===== src/hw/fsag_pkg.sv =====
package fsag_pkg;

  // Register byte offsets
  localparam logic [7:0] CSR_OFFSET  = 8'h00;
  localparam logic [7:0] STAT_OFFSET = 8'h04;
  localparam logic [7:0] CSR_RESET   = 8'h00;

  // Control/status bit positions
  localparam int BIT_RDY_IE  = 7;
  localparam int BIT_BUSY    = 6;
  localparam int BIT_SIG     = 5;
  localparam int BIT_HALT    = 5;
  localparam int BIT_PROG    = 6;

  // Low-five-bit command patterns; all but CMD_NONE are accepted
  localparam logic [4:0] CMD_NONE    = 5'h00;
  localparam logic [4:0] CMD_REEN    = 5'h11;
  localparam logic [4:0] CMD_LOCKSET = 5'h09;
  localparam logic [4:0] CMD_PGWR    = 5'h05;
  localparam logic [4:0] CMD_PGER    = 5'h03;
  localparam logic [4:0] CMD_LOAD    = 5'h01;

  // Last command window count; the window spans four cycles
  localparam logic [2:0] WINDOW_LAST = 3'h3;

  // Lock field encodings
  localparam logic [1:0] LOCK_FREE = 2'h3;
  localparam logic [1:0] LOCK_ALL  = 2'h0;
  localparam logic       FUSE_UNPROG = 1'h1;

  // Lock data bit positions in the store operand
  localparam int R0_BOOT_HI = 5;
  localparam int R0_BOOT_LO = 4;
  localparam int R0_APP_HI  = 3;
  localparam int R0_APP_LO  = 2;

  localparam logic [15:0] APP_VECTOR = 16'h0000;

  localparam logic [1:0] RESP_OKAY   = 2'h0;
  localparam logic [1:0] RESP_SLVERR = 2'h2;

  typedef enum logic [1:0] {
    ST_IDLE  = 2'b00,
    ST_ARMED = 2'b01,
    ST_PROG  = 2'b10
  } fsag_state_t;

  function automatic logic at_or_above(input logic [15:0] a, input logic [15:0] base);
    at_or_above = (a >= base);
  endfunction : at_or_above

endpackage : fsag_pkg


===== src/hw/fsag_lock_store.sv =====
`timescale 1ns/1ns
module fsag_lock_store (
  // Clock and reset
  input  wire logic       clk,
  input  wire logic       reset,
  input  wire logic       ce,
  // Self-programming lock set
  input  wire logic       cpu_set,
  input  wire logic [7:0] cpu_data,
  // External programming interface
  input  wire logic       ext_lock_we,
  input  wire logic [3:0] ext_lock_data,
  input  wire logic       ext_fuse_we,
  input  wire logic       ext_fuse,
  input  wire logic       chip_erase,
  // Current settings
  output logic [1:0]      app_lock,
  output logic [1:0]      boot_lock,
  output logic            boot_reset_fuse
);

  logic [1:0] app_mask;
  logic [1:0] boot_mask;

  assign app_mask  = cpu_set ? cpu_data[fsag_pkg::R0_APP_HI:fsag_pkg::R0_APP_LO]
                   : ext_lock_data[1:0];
  assign boot_mask = cpu_set ? cpu_data[fsag_pkg::R0_BOOT_HI:fsag_pkg::R0_BOOT_LO]
                   : ext_lock_data[3:2];

  always_ff @(posedge clk or posedge reset) begin
    if (reset) begin
      app_lock        <= fsag_pkg::LOCK_FREE; // RL15
      boot_lock       <= fsag_pkg::LOCK_FREE;
      boot_reset_fuse <= fsag_pkg::FUSE_UNPROG;
    end else if (ce) begin
      if (chip_erase) begin
        app_lock  <= fsag_pkg::LOCK_FREE; // RL7
        boot_lock <= fsag_pkg::LOCK_FREE;
      end else if (cpu_set || ext_lock_we) begin
        app_lock  <= app_lock & app_mask; // RL7
        boot_lock <= boot_lock & boot_mask;
      end
      // Only the external port reaches the fuse
      if (ext_fuse_we) begin
        boot_reset_fuse <= ext_fuse; // RL17
      end
    end
  end

  chk_lock_program_only: assert property (@(posedge clk) disable iff (reset) // RL7
    (!chip_erase) |=> ((app_lock & ~$past(app_lock)) == 2'h0)
                      && ((boot_lock & ~$past(boot_lock)) == 2'h0))
    else $error("lock bit returned to unprogrammed without chip erase");

endmodule : fsag_lock_store


===== src/hw/fsag_access_check.sv =====
`timescale 1ns/1ns
module fsag_access_check (
  // Settings
  input  wire logic [1:0]  app_lock,
  input  wire logic [1:0]  boot_lock,
  input  wire logic [15:0] boot_start,
  // Core context
  input  wire logic        exec_in_boot,
  input  wire logic        vec_in_boot,
  input  wire logic [15:0] store_addr,
  input  wire logic [15:0] load_addr,
  // Verdicts
  output logic             store_ok,
  output logic             load_ok,
  output logic             int_suppress
);

  logic st_boot;
  logic ld_boot;
  logic ld_cross;

  assign st_boot  = fsag_pkg::at_or_above(store_addr, boot_start);
  assign ld_boot  = fsag_pkg::at_or_above(load_addr, boot_start);
  assign ld_cross = ld_boot != exec_in_boot;

  // Low bit programmed blocks stores; general lock levels play no part
  assign store_ok = exec_in_boot &&
                    (st_boot ? boot_lock[0] : app_lock[0]); // RL8 RL9 RL10 RL12 RL13 RL21

  // High bit programmed blocks cross-region loads
  assign load_ok = !ld_cross ||
                   (ld_boot ? boot_lock[1] : app_lock[1]); // RL8 RL9 RL10 RL12 RL13 RL21

  assign int_suppress = (!app_lock[1] && vec_in_boot && !exec_in_boot) || // RL11
                        (!boot_lock[1] && !vec_in_boot && exec_in_boot);  // RL14

endmodule : fsag_access_check


===== src/hw/fsag_top.sv =====
// The implementer's own choices: the address map and the AXI4-Lite slave port.
`timescale 1ns/1ns
// Operation
// [RL1] Page program in read-while-write region keeps core running; reads only other region.
// [RL2] Region busy flag reads one while read-while-write region is blocked.
// [RL3] Software clears busy flag before using read-while-write code after programming.
// [RL4] Software avoids reading busy region; disable or move interrupt vectors.
// [RL5] Programming a no-read-while-write page halts the core for the whole operation.
// [RL6] Boot region always lies inside the no-read-while-write region.
// [RL7] Boot lock bits programmable by software or external port; only chip erase clears.
// [RL8] General memory lock levels never restrict self-programming stores or loads.
// [RL9] Application lock 11 unrestricted; 10 blocks stores into application region.
// [RL10] Application lock 00 blocks stores and boot loads; 01 blocks boot loads only.
// [RL11] Application lock 00/01 with boot vectors suppresses interrupts in application code.
// [RL12] Boot lock 11 unrestricted; 10 blocks stores into boot region.
// [RL13] Boot lock 00 blocks stores and application loads; 01 blocks those loads only.
// [RL14] Boot lock 00/01 with application vectors suppresses interrupts in boot code.
// [RL15] Lock and fuse bits: one unprogrammed, zero programmed.
// [RL16] Boot reset fuse one vectors to word zero; zero vectors to boot start.
// [RL17] Fuses change only through the external programming port, never the core.
// [RL18] Boot loader entered by jump or call, or by reset with fuse programmed.
// [RL19] Eight-bit control/status register layout as listed, all bits reset zero.
// [RL20] Busy set at read-while-write program start; cleared by re-enable or buffer load.
// [RL21] Forbidden store or load is ignored and returns no protected data.
module fsag_top #(
  parameter logic [15:0] HIGH_START = 16'h1C00,
  parameter logic [15:0] FLASH_TOP  = 16'h2000,
  parameter logic [15:0] BOOT_UNIT  = 16'h0100
) (
  // Clock, reset, enable
  input  wire logic        CLK,
  input  wire logic        RESET,
  input  wire logic        CE,
  // AXI4-Lite slave
  input  wire logic [7:0]  S_AXI_AWADDR,
  input  wire logic        S_AXI_AWVALID,
  output logic             S_AXI_AWREADY,
  input  wire logic [31:0] S_AXI_WDATA,
  input  wire logic [3:0]  S_AXI_WSTRB,
  input  wire logic        S_AXI_WVALID,
  output logic             S_AXI_WREADY,
  output logic [1:0]       S_AXI_BRESP,
  output logic             S_AXI_BVALID,
  input  wire logic        S_AXI_BREADY,
  input  wire logic [7:0]  S_AXI_ARADDR,
  input  wire logic        S_AXI_ARVALID,
  output logic             S_AXI_ARREADY,
  output logic [31:0]      S_AXI_RDATA,
  output logic [1:0]       S_AXI_RRESP,
  output logic             S_AXI_RVALID,
  input  wire logic        S_AXI_RREADY,
  // Core store path
  input  wire logic        CORE_STORE_REQ,
  input  wire logic [15:0] CORE_Z_ADDR,
  input  wire logic [7:0]  CORE_R0,
  input  wire logic        CORE_EXEC_IN_BOOT,
  input  wire logic        CORE_VEC_IN_BOOT,
  // Core read path
  input  wire logic        CORE_READ_REQ,
  input  wire logic [15:0] CORE_READ_ADDR,
  input  wire logic        CORE_READ_IS_LOAD,
  output logic             READ_GRANT,
  output logic             CPU_HALT,
  output logic             INT_SUPPRESS,
  output logic [15:0]      RESET_VECTOR,
  // Flash array
  input  wire logic        FLASH_DONE,
  output logic             FLASH_ERASE_START,
  output logic             FLASH_WRITE_START,
  output logic             FLASH_LOAD_START,
  output logic [15:0]      FLASH_PAGE_ADDR,
  // External programming
  input  wire logic        EXT_LOCK_WE,
  input  wire logic [3:0]  EXT_LOCK_DATA,
  input  wire logic        EXT_FUSE_WE,
  input  wire logic        EXT_BOOT_RESET_FUSE,
  input  wire logic        EXT_CHIP_ERASE,
  input  wire logic [1:0]  BOOT_SIZE_SEL
);

  fsag_pkg::fsag_state_t state_reg;
  logic [2:0]  win_reg;
  logic [4:0]  cmd_reg;
  logic        ie_reg;
  logic        sig_reg;
  logic        busy_reg;
  logic [7:0]  awaddr_reg;
  logic [7:0]  wdata_reg;
  logic        wstrb0_reg;
  logic        aw_held_reg;
  logic        w_held_reg;

  logic [1:0]  app_lock;
  logic [1:0]  boot_lock;
  logic        boot_fuse;
  logic        store_ok;
  logic        load_ok;
  logic        int_supp;

  // Boot region size and start, clamped into the no-read-while-write region
  logic [15:0] boot_size;
  logic [15:0] boot_raw;
  logic [15:0] boot_start;
  assign boot_size  = BOOT_UNIT << (2'h3 - BOOT_SIZE_SEL);
  assign boot_raw   = FLASH_TOP - boot_size;
  assign boot_start = fsag_pkg::at_or_above(boot_raw, HIGH_START)
                      ? boot_raw : HIGH_START; // RL6

  // Bus handshakes
  logic aw_hs;
  logic w_hs;
  logic ar_hs;
  logic b_done;
  logic r_done;
  logic aw_held_next;
  logic w_held_next;
  logic rvalid_next;
  logic do_write;
  logic csr_write;
  assign aw_hs        = S_AXI_AWVALID && S_AXI_AWREADY;
  assign w_hs         = S_AXI_WVALID && S_AXI_WREADY;
  assign ar_hs        = S_AXI_ARVALID && S_AXI_ARREADY;
  assign b_done       = S_AXI_BVALID && S_AXI_BREADY;
  assign r_done       = S_AXI_RVALID && S_AXI_RREADY;
  assign aw_held_next = (aw_held_reg || aw_hs) && !b_done;
  assign w_held_next  = (w_held_reg || w_hs) && !b_done;
  assign rvalid_next  = (S_AXI_RVALID || ar_hs) && !r_done;
  assign do_write     = aw_held_reg && w_held_reg && !S_AXI_BVALID;
  assign csr_write    = do_write && wstrb0_reg && (awaddr_reg == fsag_pkg::CSR_OFFSET);

  // Read data
  logic [7:0] csr_view;
  logic [7:0] stat_view;
  logic       rd_map_ok;
  assign csr_view  = {ie_reg, busy_reg, sig_reg, cmd_reg}; // RL19 RL2
  assign stat_view = {1'h0, state_reg == fsag_pkg::ST_PROG, CPU_HALT,
                      boot_fuse, boot_lock, app_lock};
  assign rd_map_ok = (S_AXI_ARADDR == fsag_pkg::CSR_OFFSET) ||
                     (S_AXI_ARADDR == fsag_pkg::STAT_OFFSET);

  // Command decode
  logic wr_cmd_valid;
  logic store_take;
  logic op_go;
  logic op_high;
  logic load_go;
  logic reen_go;
  logic lock_go;
  logic win_expire;
  assign wr_cmd_valid = (wdata_reg[4:0] == fsag_pkg::CMD_REEN) ||
                        (wdata_reg[4:0] == fsag_pkg::CMD_LOCKSET) ||
                        (wdata_reg[4:0] == fsag_pkg::CMD_PGWR) ||
                        (wdata_reg[4:0] == fsag_pkg::CMD_PGER) ||
                        (wdata_reg[4:0] == fsag_pkg::CMD_LOAD);
  assign store_take = (state_reg == fsag_pkg::ST_ARMED) && CORE_STORE_REQ;
  assign op_go      = store_take && store_ok &&
                      ((cmd_reg == fsag_pkg::CMD_PGWR) || (cmd_reg == fsag_pkg::CMD_PGER));
  assign op_high    = fsag_pkg::at_or_above(CORE_Z_ADDR, HIGH_START);
  assign load_go    = store_take && CORE_EXEC_IN_BOOT && (cmd_reg == fsag_pkg::CMD_LOAD);
  assign reen_go    = store_take && CORE_EXEC_IN_BOOT && (cmd_reg == fsag_pkg::CMD_REEN);
  assign lock_go    = store_take && CORE_EXEC_IN_BOOT && (cmd_reg == fsag_pkg::CMD_LOCKSET);
  assign win_expire = (state_reg == fsag_pkg::ST_ARMED) && !CORE_STORE_REQ &&
                      (win_reg == fsag_pkg::WINDOW_LAST);

  // Read gating
  logic rd_in_low;
  logic grant_next;
  assign rd_in_low  = !fsag_pkg::at_or_above(CORE_READ_ADDR, HIGH_START);
  assign grant_next = CORE_READ_REQ && !CPU_HALT && // RL5
                      !(busy_reg && rd_in_low) && // RL1
                      (!CORE_READ_IS_LOAD || load_ok); // RL21

  fsag_lock_store u_locks (
    .clk             (CLK),
    .reset           (RESET),
    .ce              (CE),
    .cpu_set         (lock_go),
    .cpu_data        (CORE_R0),
    .ext_lock_we     (EXT_LOCK_WE),
    .ext_lock_data   (EXT_LOCK_DATA),
    .ext_fuse_we     (EXT_FUSE_WE),
    .ext_fuse        (EXT_BOOT_RESET_FUSE),
    .chip_erase      (EXT_CHIP_ERASE),
    .app_lock        (app_lock),
    .boot_lock       (boot_lock),
    .boot_reset_fuse (boot_fuse)
  );

  fsag_access_check u_check (
    .app_lock     (app_lock),
    .boot_lock    (boot_lock),
    .boot_start   (boot_start),
    .exec_in_boot (CORE_EXEC_IN_BOOT),
    .vec_in_boot  (CORE_VEC_IN_BOOT),
    .store_addr   (CORE_Z_ADDR),
    .load_addr    (CORE_READ_ADDR),
    .store_ok     (store_ok),
    .load_ok      (load_ok),
    .int_suppress (int_supp)
  );

  // AXI4-Lite slave
  always_ff @(posedge CLK or posedge RESET) begin
    if (RESET) begin
      aw_held_reg   <= 1'h0;
      w_held_reg    <= 1'h0;
      awaddr_reg    <= 8'h00;
      wdata_reg     <= 8'h00;
      wstrb0_reg    <= 1'h0;
      S_AXI_AWREADY <= 1'h0;
      S_AXI_WREADY  <= 1'h0;
      S_AXI_BVALID  <= 1'h0;
      S_AXI_BRESP   <= fsag_pkg::RESP_OKAY;
      S_AXI_ARREADY <= 1'h0;
      S_AXI_RVALID  <= 1'h0;
      S_AXI_RDATA   <= 32'h00000000;
      S_AXI_RRESP   <= fsag_pkg::RESP_OKAY;
    end else if (CE) begin
      aw_held_reg   <= aw_held_next;
      w_held_reg    <= w_held_next;
      S_AXI_AWREADY <= !aw_held_next;
      S_AXI_WREADY  <= !w_held_next;
      S_AXI_ARREADY <= !rvalid_next;
      S_AXI_RVALID  <= rvalid_next;
      if (aw_hs) begin
        awaddr_reg <= S_AXI_AWADDR;
      end
      if (w_hs) begin
        wdata_reg  <= S_AXI_WDATA[7:0];
        wstrb0_reg <= S_AXI_WSTRB[0];
      end
      if (do_write) begin
        S_AXI_BVALID <= 1'h1;
        S_AXI_BRESP  <= ((awaddr_reg == fsag_pkg::CSR_OFFSET) ||
                         (awaddr_reg == fsag_pkg::STAT_OFFSET))
                        ? fsag_pkg::RESP_OKAY : fsag_pkg::RESP_SLVERR;
      end else if (b_done) begin
        S_AXI_BVALID <= 1'h0;
      end
      if (ar_hs) begin
        S_AXI_RRESP <= rd_map_ok ? fsag_pkg::RESP_OKAY : fsag_pkg::RESP_SLVERR;
        S_AXI_RDATA <= (S_AXI_ARADDR == fsag_pkg::CSR_OFFSET) ? {24'h000000, csr_view}
                     : (S_AXI_ARADDR == fsag_pkg::STAT_OFFSET) ? {24'h000000, stat_view}
                     : 32'h00000000;
      end
    end
  end

  // Command sequencer and busy flag
  always_ff @(posedge CLK or posedge RESET) begin
    if (RESET) begin
      state_reg         <= fsag_pkg::ST_IDLE;
      win_reg           <= 3'h0;
      cmd_reg           <= fsag_pkg::CMD_NONE; // RL19
      ie_reg            <= 1'h0;
      sig_reg           <= 1'h0;
      busy_reg          <= 1'h0;
      CPU_HALT          <= 1'h0;
      FLASH_ERASE_START <= 1'h0;
      FLASH_WRITE_START <= 1'h0;
      FLASH_LOAD_START  <= 1'h0;
      FLASH_PAGE_ADDR   <= 16'h0000;
    end else if (CE) begin
      FLASH_ERASE_START <= 1'h0;
      FLASH_WRITE_START <= 1'h0;
      FLASH_LOAD_START  <= load_go;
      if (csr_write) begin
        ie_reg <= wdata_reg[fsag_pkg::BIT_RDY_IE];
      end
      case (state_reg)
        fsag_pkg::ST_IDLE, fsag_pkg::ST_ARMED: begin
          if (store_take) begin
            cmd_reg   <= fsag_pkg::CMD_NONE;
            sig_reg   <= 1'h0;
            state_reg <= fsag_pkg::ST_IDLE;
            if (op_go) begin
              cmd_reg           <= cmd_reg;
              state_reg         <= fsag_pkg::ST_PROG;
              FLASH_PAGE_ADDR   <= CORE_Z_ADDR;
              FLASH_ERASE_START <= cmd_reg == fsag_pkg::CMD_PGER;
              FLASH_WRITE_START <= cmd_reg == fsag_pkg::CMD_PGWR;
              CPU_HALT          <= op_high; // RL5
              if (!op_high) begin
                busy_reg <= 1'h1; // RL20 RL1
              end
            end else if (load_go || reen_go) begin
              busy_reg <= 1'h0; // RL20
            end
          end else if (csr_write && wr_cmd_valid) begin
            cmd_reg   <= wdata_reg[4:0];
            sig_reg   <= wdata_reg[fsag_pkg::BIT_SIG];
            win_reg   <= 3'h0;
            state_reg <= fsag_pkg::ST_ARMED;
          end else if (win_expire) begin
            cmd_reg   <= fsag_pkg::CMD_NONE;
            sig_reg   <= 1'h0;
            state_reg <= fsag_pkg::ST_IDLE;
          end else if (state_reg == fsag_pkg::ST_ARMED) begin
            win_reg <= win_reg + 3'h1;
          end
        end
        fsag_pkg::ST_PROG: begin
          if (FLASH_DONE) begin
            cmd_reg   <= fsag_pkg::CMD_NONE;
            CPU_HALT  <= 1'h0;
            state_reg <= fsag_pkg::ST_IDLE;
          end
        end
        default: begin
          state_reg <= fsag_pkg::ST_IDLE;
        end
      endcase
    end
  end

  // Core-facing registered outputs
  always_ff @(posedge CLK or posedge RESET) begin
    if (RESET) begin
      READ_GRANT   <= 1'h0;
      INT_SUPPRESS <= 1'h0;
      RESET_VECTOR <= fsag_pkg::APP_VECTOR;
    end else if (CE) begin
      READ_GRANT   <= grant_next;
      INT_SUPPRESS <= int_supp; // RL11 RL14
      RESET_VECTOR <= boot_fuse ? fsag_pkg::APP_VECTOR : boot_start; // RL16
    end
  end

  chk_busy_on_start: assert property (@(posedge CLK) disable iff (RESET) // RL20
    (CE && op_go && !op_high) |=> busy_reg && !CPU_HALT)
    else $error("busy flag not set at read-while-write program start");

  chk_halt_on_high: assert property (@(posedge CLK) disable iff (RESET) // RL5
    (CE && op_go && op_high) |=> CPU_HALT && (state_reg == fsag_pkg::ST_PROG))
    else $error("core not halted for no-read-while-write program");

  chk_halt_holds: assert property (@(posedge CLK) disable iff (RESET) // RL5
    (CPU_HALT && !(CE && FLASH_DONE)) |=> CPU_HALT)
    else $error("halt released before flash operation finished");

  chk_low_blocked: assert property (@(posedge CLK) disable iff (RESET) // RL1
    (CE && CORE_READ_REQ && busy_reg && rd_in_low) |=> !READ_GRANT)
    else $error("busy region read was granted");

  chk_high_served: assert property (@(posedge CLK) disable iff (RESET) // RL1
    (CE && CORE_READ_REQ && !CORE_READ_IS_LOAD && !CPU_HALT && !rd_in_low)
    |=> READ_GRANT)
    else $error("read outside busy region refused");

  chk_busy_readback: assert property (@(posedge CLK) disable iff (RESET) // RL2
    (CE && ar_hs && S_AXI_ARADDR == fsag_pkg::CSR_OFFSET)
    |=> S_AXI_RVALID && (S_AXI_RDATA[fsag_pkg::BIT_BUSY] == $past(busy_reg)))
    else $error("busy flag readback mismatch");

  chk_load_clears: assert property (@(posedge CLK) disable iff (RESET) // RL20
    (CE && load_go) |=> !busy_reg ##1 (!busy_reg || !CE || FLASH_ERASE_START
                                       || FLASH_WRITE_START || $past(op_go)))
    else $error("buffer load did not clear busy flag");

  chk_window_expiry: assert property (@(posedge CLK) disable iff (RESET) // RL19
    (CE && win_expire && !csr_write)
    |=> (state_reg == fsag_pkg::ST_IDLE) && (cmd_reg == fsag_pkg::CMD_NONE))
    else $error("command bits survived an unused window");

  chk_vector_select: assert property (@(posedge CLK) disable iff (RESET) // RL16
    (CE && boot_fuse) |=> (RESET_VECTOR == fsag_pkg::APP_VECTOR))
    else $error("reset vector not at application start");

  chk_forbidden_store: assert property (@(posedge CLK) disable iff (RESET) // RL21
    (CE && store_take && !store_ok) |=> !FLASH_ERASE_START && !FLASH_WRITE_START)
    else $error("forbidden store reached the flash");

endmodule : fsag_top


===== config.mk =====
export PLATFORM = sky130hd
export DESIGN_NAME = fsag_top
export DESIGN_NICKNAME = d
export VERILOG_FILES = /design/src/hw/fsag_pkg.sv /design/src/hw/fsag_lock_store.sv /design/src/hw/fsag_access_check.sv /design/src/hw/fsag_top.sv
export SDC_FILE = /design/constraint.sdc
export NUM_CORES = 1
export LEC_CHECK = 0
export BUFFER_PORTS_ARGS = -buffer_cell sky130_fd_sc_hd__buf_2
export CAP_MARGIN = 20
export CORE_ASPECT_RATIO = 0.5
export CORE_MARGIN = 5
export CORE_UTILIZATION = 49
export DETAILED_ROUTE_END_ITERATION = 8
export GPL_TIMING_DRIVEN = 0
export PLACE_DENSITY = 0.84
export SETUP_SLACK_MARGIN = 0.2
export SLEW_MARGIN = 20
export SYNTH_ARGS = -nofsm -noshare
export SYNTH_HDL_FRONTEND = slang
export SYNTH_HIERARCHICAL = 1
export SYNTH_SLANG_ARGS = --single-unit

===== constraint.sdc =====
create_clock -name CLK -period 3.1 [get_ports CLK]
set_input_delay 0.62 -clock CLK [delete_from_list [all_inputs] [get_ports CLK]]
set_output_delay 0.62 -clock CLK [all_outputs]
set_load 0.02 [all_outputs]

==> impl_results.md, run 1 <==
- Final instance area: 5990 sq um
- Leakage power: 3.25 nW
- Total wire length: 11.3 mm
- Latest clock arrival within the worst-skew pair: 0.33 ns
- FP Rows: 25
- Top FF cell, synth: dfrtp_1
- Final RePlAce weighted congestion: 0.865
- Drt pass-1 iters: 4
- Share of Yosys cell area claimed by the top area cell type: 39.7%
- Chip Width: 147 um
- Top cells by area, synth: dfrtp_1 40%, ha_1 9.2%, buf_4 6.0%, mux2_2 4.4%, mux2_1 4.2%
- Io pins: 195
- Worst endpoint required time: 3.31 ns
- Setup WS post-layout: 0.327 ns
- First-pass GRT wire length: 18.1 mm
- Number of flops mapped to enable cells by yosys: 0
- Clock power share: 36.0%
- Yosys warning count: 6
- DIE AREA: 11,600 sq um
- Post-Synth Adder-Cell Area: 9.24%
- Max FO, Critical Path: 10
- P_int: 0.00224 W
- Placeable Area: 9290 sq um
- Largest family of logic cells by synthesized area: simple AND/OR/NAND/NOR gates
- Clk slew on worst S/H paths: 0.06 ns
- Layout Utilization: 64.5%
- Mapped Area: 4600 sq um
- DR iter-0 viols: 118
- Max Root-Sink Buffers: 2
- Endpoint type of the worst setup path: flop
- Synth Register Bits: 78
- Worst-margin pin slew: 0.612 ns
- Mapped Cells: 440
- Clk sinks: 78
- Proportion of synthesized area in mux cells: 12.2%
- Setup TNS: 0 ns
- Fin cells: 754
- Final-report max-slew violation count: 0
- H-tree depth: 3
- Post-Syn Area per Cell: 10.5 sq um
- RSZ-0062 raised after global routing: false
- DRC: 0
- Combinational power share: 22.1%
- Slew margin rel.: 58.8%
- Post-synthesis compound-gate area fraction: 12.3%
- Via density: 4.99
- FMAX: 361 MHz
- Tot GR Track Use: 19.6%
- Starting Density: 49.5%
- Netlist cell types: 59
- Peak VDD IR: 0.000445 V
- Worst EP arrival: 2.98 ns
- DPL Wire Length: 9.07 mm
- Sequential share of power: 42.0%
- Simple-Gate Fraction of Synth Area: 13.6%
- Pre-CTS setup slack: -0.391 ns
- Final Cycle Share: 89.5%
- Setup Viol. Count Final: 0
- N_diodes: 0
- Net Sw Frac: 28.8%
- CTS tree: done
- Vias in the first global route: 3,815
- HP Class: in2async
- Max reg flops: 16
- Critical path class: in2reg
- Grt ovf: 0
- Crit start category: input pin
- Layout cells sized above 1: 35.9%
- Xor and xnor area share after synthesis: 0.190%
- Yosys top cell by area: dfrtp_1
- Tmin final: 2.77 ns
- Max cap viols: 0
- Area grow syn2layout: 30.2%
- Routed Antenna Nets: 0
- DP Cell Count: 736
- Clock buffer count from CTS: 9
- Post-synth ARST share: 100%
- NetSw: 0.000906 W
- CTS Root Buffer Type: clkbuf_16
- Wire per inst: 15.0 um
- Layout net count: 778
- Largest net degree at the start of global routing: 41
- Skew final: 0.00422 ns
- Status: finished clean
- Die Y-Extent: 78.5 um
- # port buffers: 125
- Routed vias: 3,759
- Power Density: 525 nW/um^2
- Initial antenna violation count: 0
- Final Hold Vio Count: 0
- Post-DP Area: 5590 sq um
- Sequential fraction of the synthesis area: 42.5%
==> cell usage in the layout, fill, tap and decap left out, types with 16 or more instances in the layout <==
master   netlist  final
a21oi_1       17     16
buf_2          3    126
buf_4         37     39
conb_1         2     51
dfrtp_1       73     73
ha_1          34     33
inv_1         33     31
mux2_1        17     17
mux2_2        18     18
nand2_1       31     31
o21ai_0       18     17
==> synthesized netlist by cell type, types with 2 or more instances <==
cell,n
o2bb2ai_1,3
buf_2,3
inv_1,33
mux2_1,17
and4_1,3
a32o_1,2
ha_1,34
o22ai_1,2
conb_1,2
a31oi_1,5
nand2b_1,8
a21o_1,5
dfstp_2,5
a21oi_1,17
nor2b_1,12
o21ai_1,2
dfrtp_1,73
nor3_1,5
mux2i_1,15
mux2_2,18
nand2_1,31
nor3b_1,5
nand4_1,3
o31ai_1,5
o21ai_0,18
nor4_1,5
and3_1,4
a22o_1,6
a211oi_1,2
nor2_1,15
clkbuf_1,5
a32oi_1,2
nand4b_1,2
o311ai_1,2
nand3_1,11
buf_4,37
==> cells by family after synthesis <==
kind of cell	after synthesis
flops	78
xor+xnor	1
fa+ha+maj	34
simple gates	114
buf+inv	80
mux	51
other cells	2
compound gates	80
==> power by group through the flow <==
stage                     Clock [W]  Sequential, W  Combinational [W]
after CTS                   0.00115        0.00132           0.000689
final                       0.00113        0.00132           0.000695
after floorplan                   0        0.00134           0.000456
after detailed placement          0        0.00133           0.000679
after global placement            0        0.00132           0.000648
after global routing        0.00120        0.00134           0.000768
==> cell type report <==
type	count	area, sq um
fillers	761	3300
multi-input cells	331	2420
flip-flops and latches	78	1960
repair buffers	128	661
plain buffers	47	352
clock buffers	10	239
well taps	121	151
inverters	33	126
clock inverters	6	85.1
==> layer usage <==
| layer | track usage (%) | up-vias | wire (um) |
|---|---|---|---|
| met5 | 0 | - | 0 |
| met4 | 7.62 | 0 | 196 |
| met3 | 5.13 | 17 | 642 |
| met2 | 34.6 | 118 | 5560 |
| met1 | 23.1 | 1769 | 4890 |
| li1 | - | 1855 | - |
==> critical path, cell delays in order <==
cell and delay [ns]:
buf_2 0.13, ha_1 0.31, nand4_1 0.12, nor3_2 0.26
o311ai_1 0.13, nand3_1 0.15, mux2i_1 0.21, nor3b_4 0.22
and3_4 0.22, buf_8 0.14, buf_12 0.14, mux2_1 0.34
==> worst paths after layout <==
check,startpoint,end,slack (ns),cells after the start
max,CORE_Z_ADDR[13],FLASH_PAGE_ADDR[2],0.33,12
min,RESET,FLASH_PAGE_ADDR[6],0.31,2
max reg2reg,u_locks/app_lock[0],FLASH_PAGE_ADDR[2],1.14,7
min reg2reg,win_reg[0],win_reg[0],0.48,1
max in group asynchronous,RESET,awaddr_reg[4],2.22,3
min in group CLK,win_reg[0],win_reg[0],0.48,1
==> through the flow <==
step	hold slack [ns]	total power (W)
final	0.310	0.00315
after global routing	0.340	0.00331
after CTS	0.312	0.00316
after detailed placement	0.469	0.00201
after global placement	0.457	0.00197
after floorplan	0.449	0.00180
==> repair_timing <==
item                       CTS  global route
pin swaps                    1             2
buffers inserted             1             1
cloned                       0             0
setup endpoints to repair   10            19
gates resized for setup      5             9
hold buffers                 0             0
(Power assumes the default switching activity.)
==> run 2: changes to the inputs <==
==> constraint.sdc (replaced) <==
create_clock -name CLK -period 2.7 [get_ports CLK]
set_input_delay 0.54 -clock CLK [delete_from_list [all_inputs] [get_ports CLK]]
set_output_delay 0.54 -clock CLK [all_outputs]
set_load 0.02 [all_outputs]
==> impl_results.md, run 2 (synthesized netlist as in run 1, its figures left out) <==
- Final instance area: 6240 sq um
- Critical path class: in2reg
- Setup WS post-layout: 0.0998 ns
- DP Cell Count: 736
- Skew final: 0.00527 ns
- Slowest CP cell: mux2_4
- DPL Wire Length: 9.02 mm
- Status: finished clean
- Latest clock arrival within the worst-skew pair: 0.33 ns
- First-pass GRT wire length: 18.4 mm
- Crit start category: input pin
- Cell Chain, Critical Path: buf_2, ha_4, nand4_1, nor3_4, o311ai_2, nand3_1, mux2i_1, nor3b_4, and3_4, buf_8, clkbuf_16, mux2_4
- Slew margin rel.: 59.1%
- Endpoint type of the worst setup path: flop
- Area grow syn2layout: 35.5%
- R2R Path Start: awaddr_reg[3]
- Reg2Reg Depth: 5
- Clk slew on worst S/H paths: 0.06 ns
- HP Class: in2async
- Via density: 4.98
- Final RePlAce weighted congestion: 0.844
- Setup TNS: 0 ns
- N_diodes: 0
- Layout net count: 784
- Flop-to-flop setup slack: 0.77 ns
- Power Density: 568 nW/um^2
- Clock buffer count from CTS: 9
- Worst endpoint required time: 2.91 ns
- Max Root-Sink Buffers: 2
- Tot GR Track Use: 19.8%
- Leakage power: 3.30 nW
- Clk sinks: 78
- Vias in the first global route: 3,800
- H-tree depth: 3
- Most common cell after layout, fill and taps aside: buf_2
- Worst EP arrival: 2.81 ns
- Layout cells sized above 1: 41.0%
- Final Cycle Share: 96.3%
- Fin cells: 760
- Chip Width: 147 um
- DR iter-0 viols: 120
- Worst Setup SP: CORE_Z_ADDR[13]
- FMAX: 385 MHz
- Post-DP Area: 5610 sq um
- Max reg flops: 16
- # port buffers: 125
- Final Hold Vio Count: 0
- DIE AREA: 11,600 sq um
- FP Rows: 25
- Starting Density: 49.5%
- Worst-margin pin slew: 0.608 ns
- Most frequent cells in the layout: 125 x buf_2, 73 x dfrtp_1, 51 x conb_1, 41 x buf_4, 29 x inv_1
- CTS tree: done
- Peak VDD IR: 0.000592 V
- Routed vias: 3,787
- Final-report max-slew violation count: 0
- Total wire length: 11.5 mm
- Drt pass-1 iters: 4
- Max FO, Critical Path: 4
- Die Y-Extent: 78.5 um
- RSZ-0062 raised after global routing: true
- CP endpoint: FLASH_PAGE_ADDR[3]
- WHS: 0.188 ns
- Routed Antenna Nets: 0
- Wire per inst: 15.1 um
- DRC: 0
- Pre-CTS setup slack: -0.596 ns
- # hold bufs at CTS: 0
- Io pins: 195
- Worst R2R End: cmd_reg[4]
- CTS Root Buffer Type: clkbuf_16
- Placeable Area: 9290 sq um
- Max cap viols: 0
- Largest net degree at the start of global routing: 51
- Tmin final: 2.60 ns
- Setup Viol. Count Final: 0
- Initial antenna violation count: 0
- Largest stage delay, worst path: 0.29 ns
- Grt ovf: 0
run 2: cell types whose count changed in the layout (fill, tap and decap cells not counted), sizes merged:
cell | before | now
clkbuf | 15 | 18
clkinvlp | 2 | 0
buf | 170 | 175
clkinv | 2 | 3
bufinv | 2 | 1
run 2: what timing repair did:
| item | in CTS | in global routing |
|---|---|---|
| endpoints found under the setup margin | 22 | 22 |
| gates resized for setup | 22 | 25 |
| hold endpoints to repair | 0 | 0 |
| setup buffers | 7 | 0 |
| cloned | 0 | 1 |
| pin swaps | 7 | 9 |
run 2: per-stage QoR:
step	power (W)	util, %
detailed placement	0.00231	60.4
floorplan	0.00206	-
global route	0.00374	67.1
global placement	0.00226	60.1
finish	0.00354	67.1
CTS	0.00354	65.8
run 2: power breakdown:
group,switching [W],leakage [nW],internal (W),total [W]
Clock,0.000440,0.152,0.000761,0.00120
Sequential,0.000153,0.994,0.00136,0.00152
Combinational,0.000430,2.15,0.000394,0.000825
run 2: final cells by class:
type                       count  area (sq um)
buffer                        47           347
clock buffer                  12           256
clock inverter                 4          45.0
fill                         711          3050
inverter                      33           126
multi-input combinational    331          2590
sequential                    78          1960
tap                          121           151
timing repair buffer         134           761
run 2: metal layers:
metal / up-vias / global-route usage, % / routed length [um] / share of wire, %
met1: 1797 / 24.4 / 5060 / 44
met3: 7 / 4.44 / 548 / 4.8
met4: 0 / 5.11 / 94 / 0.82
met2: 109 / 35.5 / 5800 / 50
li1: 1874 / - / - / -
met5: - / 0 / 0 / 0
run 2: worst min-delay path by stage:
stage	start	to	slack (ns)	cells past startpoint
2_1_floorplan	sig_reg	sig_reg	0.45	2
3_3_place_gp	S_AXI_RDATA[6]	S_AXI_RDATA[6]	0.46	2
3_5_place_dp	S_AXI_RDATA[4]	S_AXI_RDATA[4]	0.47	2
4_1_cts	RESET	FLASH_PAGE_ADDR[0]	0.19	2
5_1_grt	RESET	FLASH_PAGE_ADDR[0]	0.21	2
6_report	RESET	FLASH_PAGE_ADDR[0]	0.19	2
run 2: critical path, delay by kind of cell:
kind            cells  cell delay, ns
compound gates      1            0.13
buf+inv             3            0.40
simple gates        5            0.96
mux                 2            0.49
fa+ha+maj           1            0.28
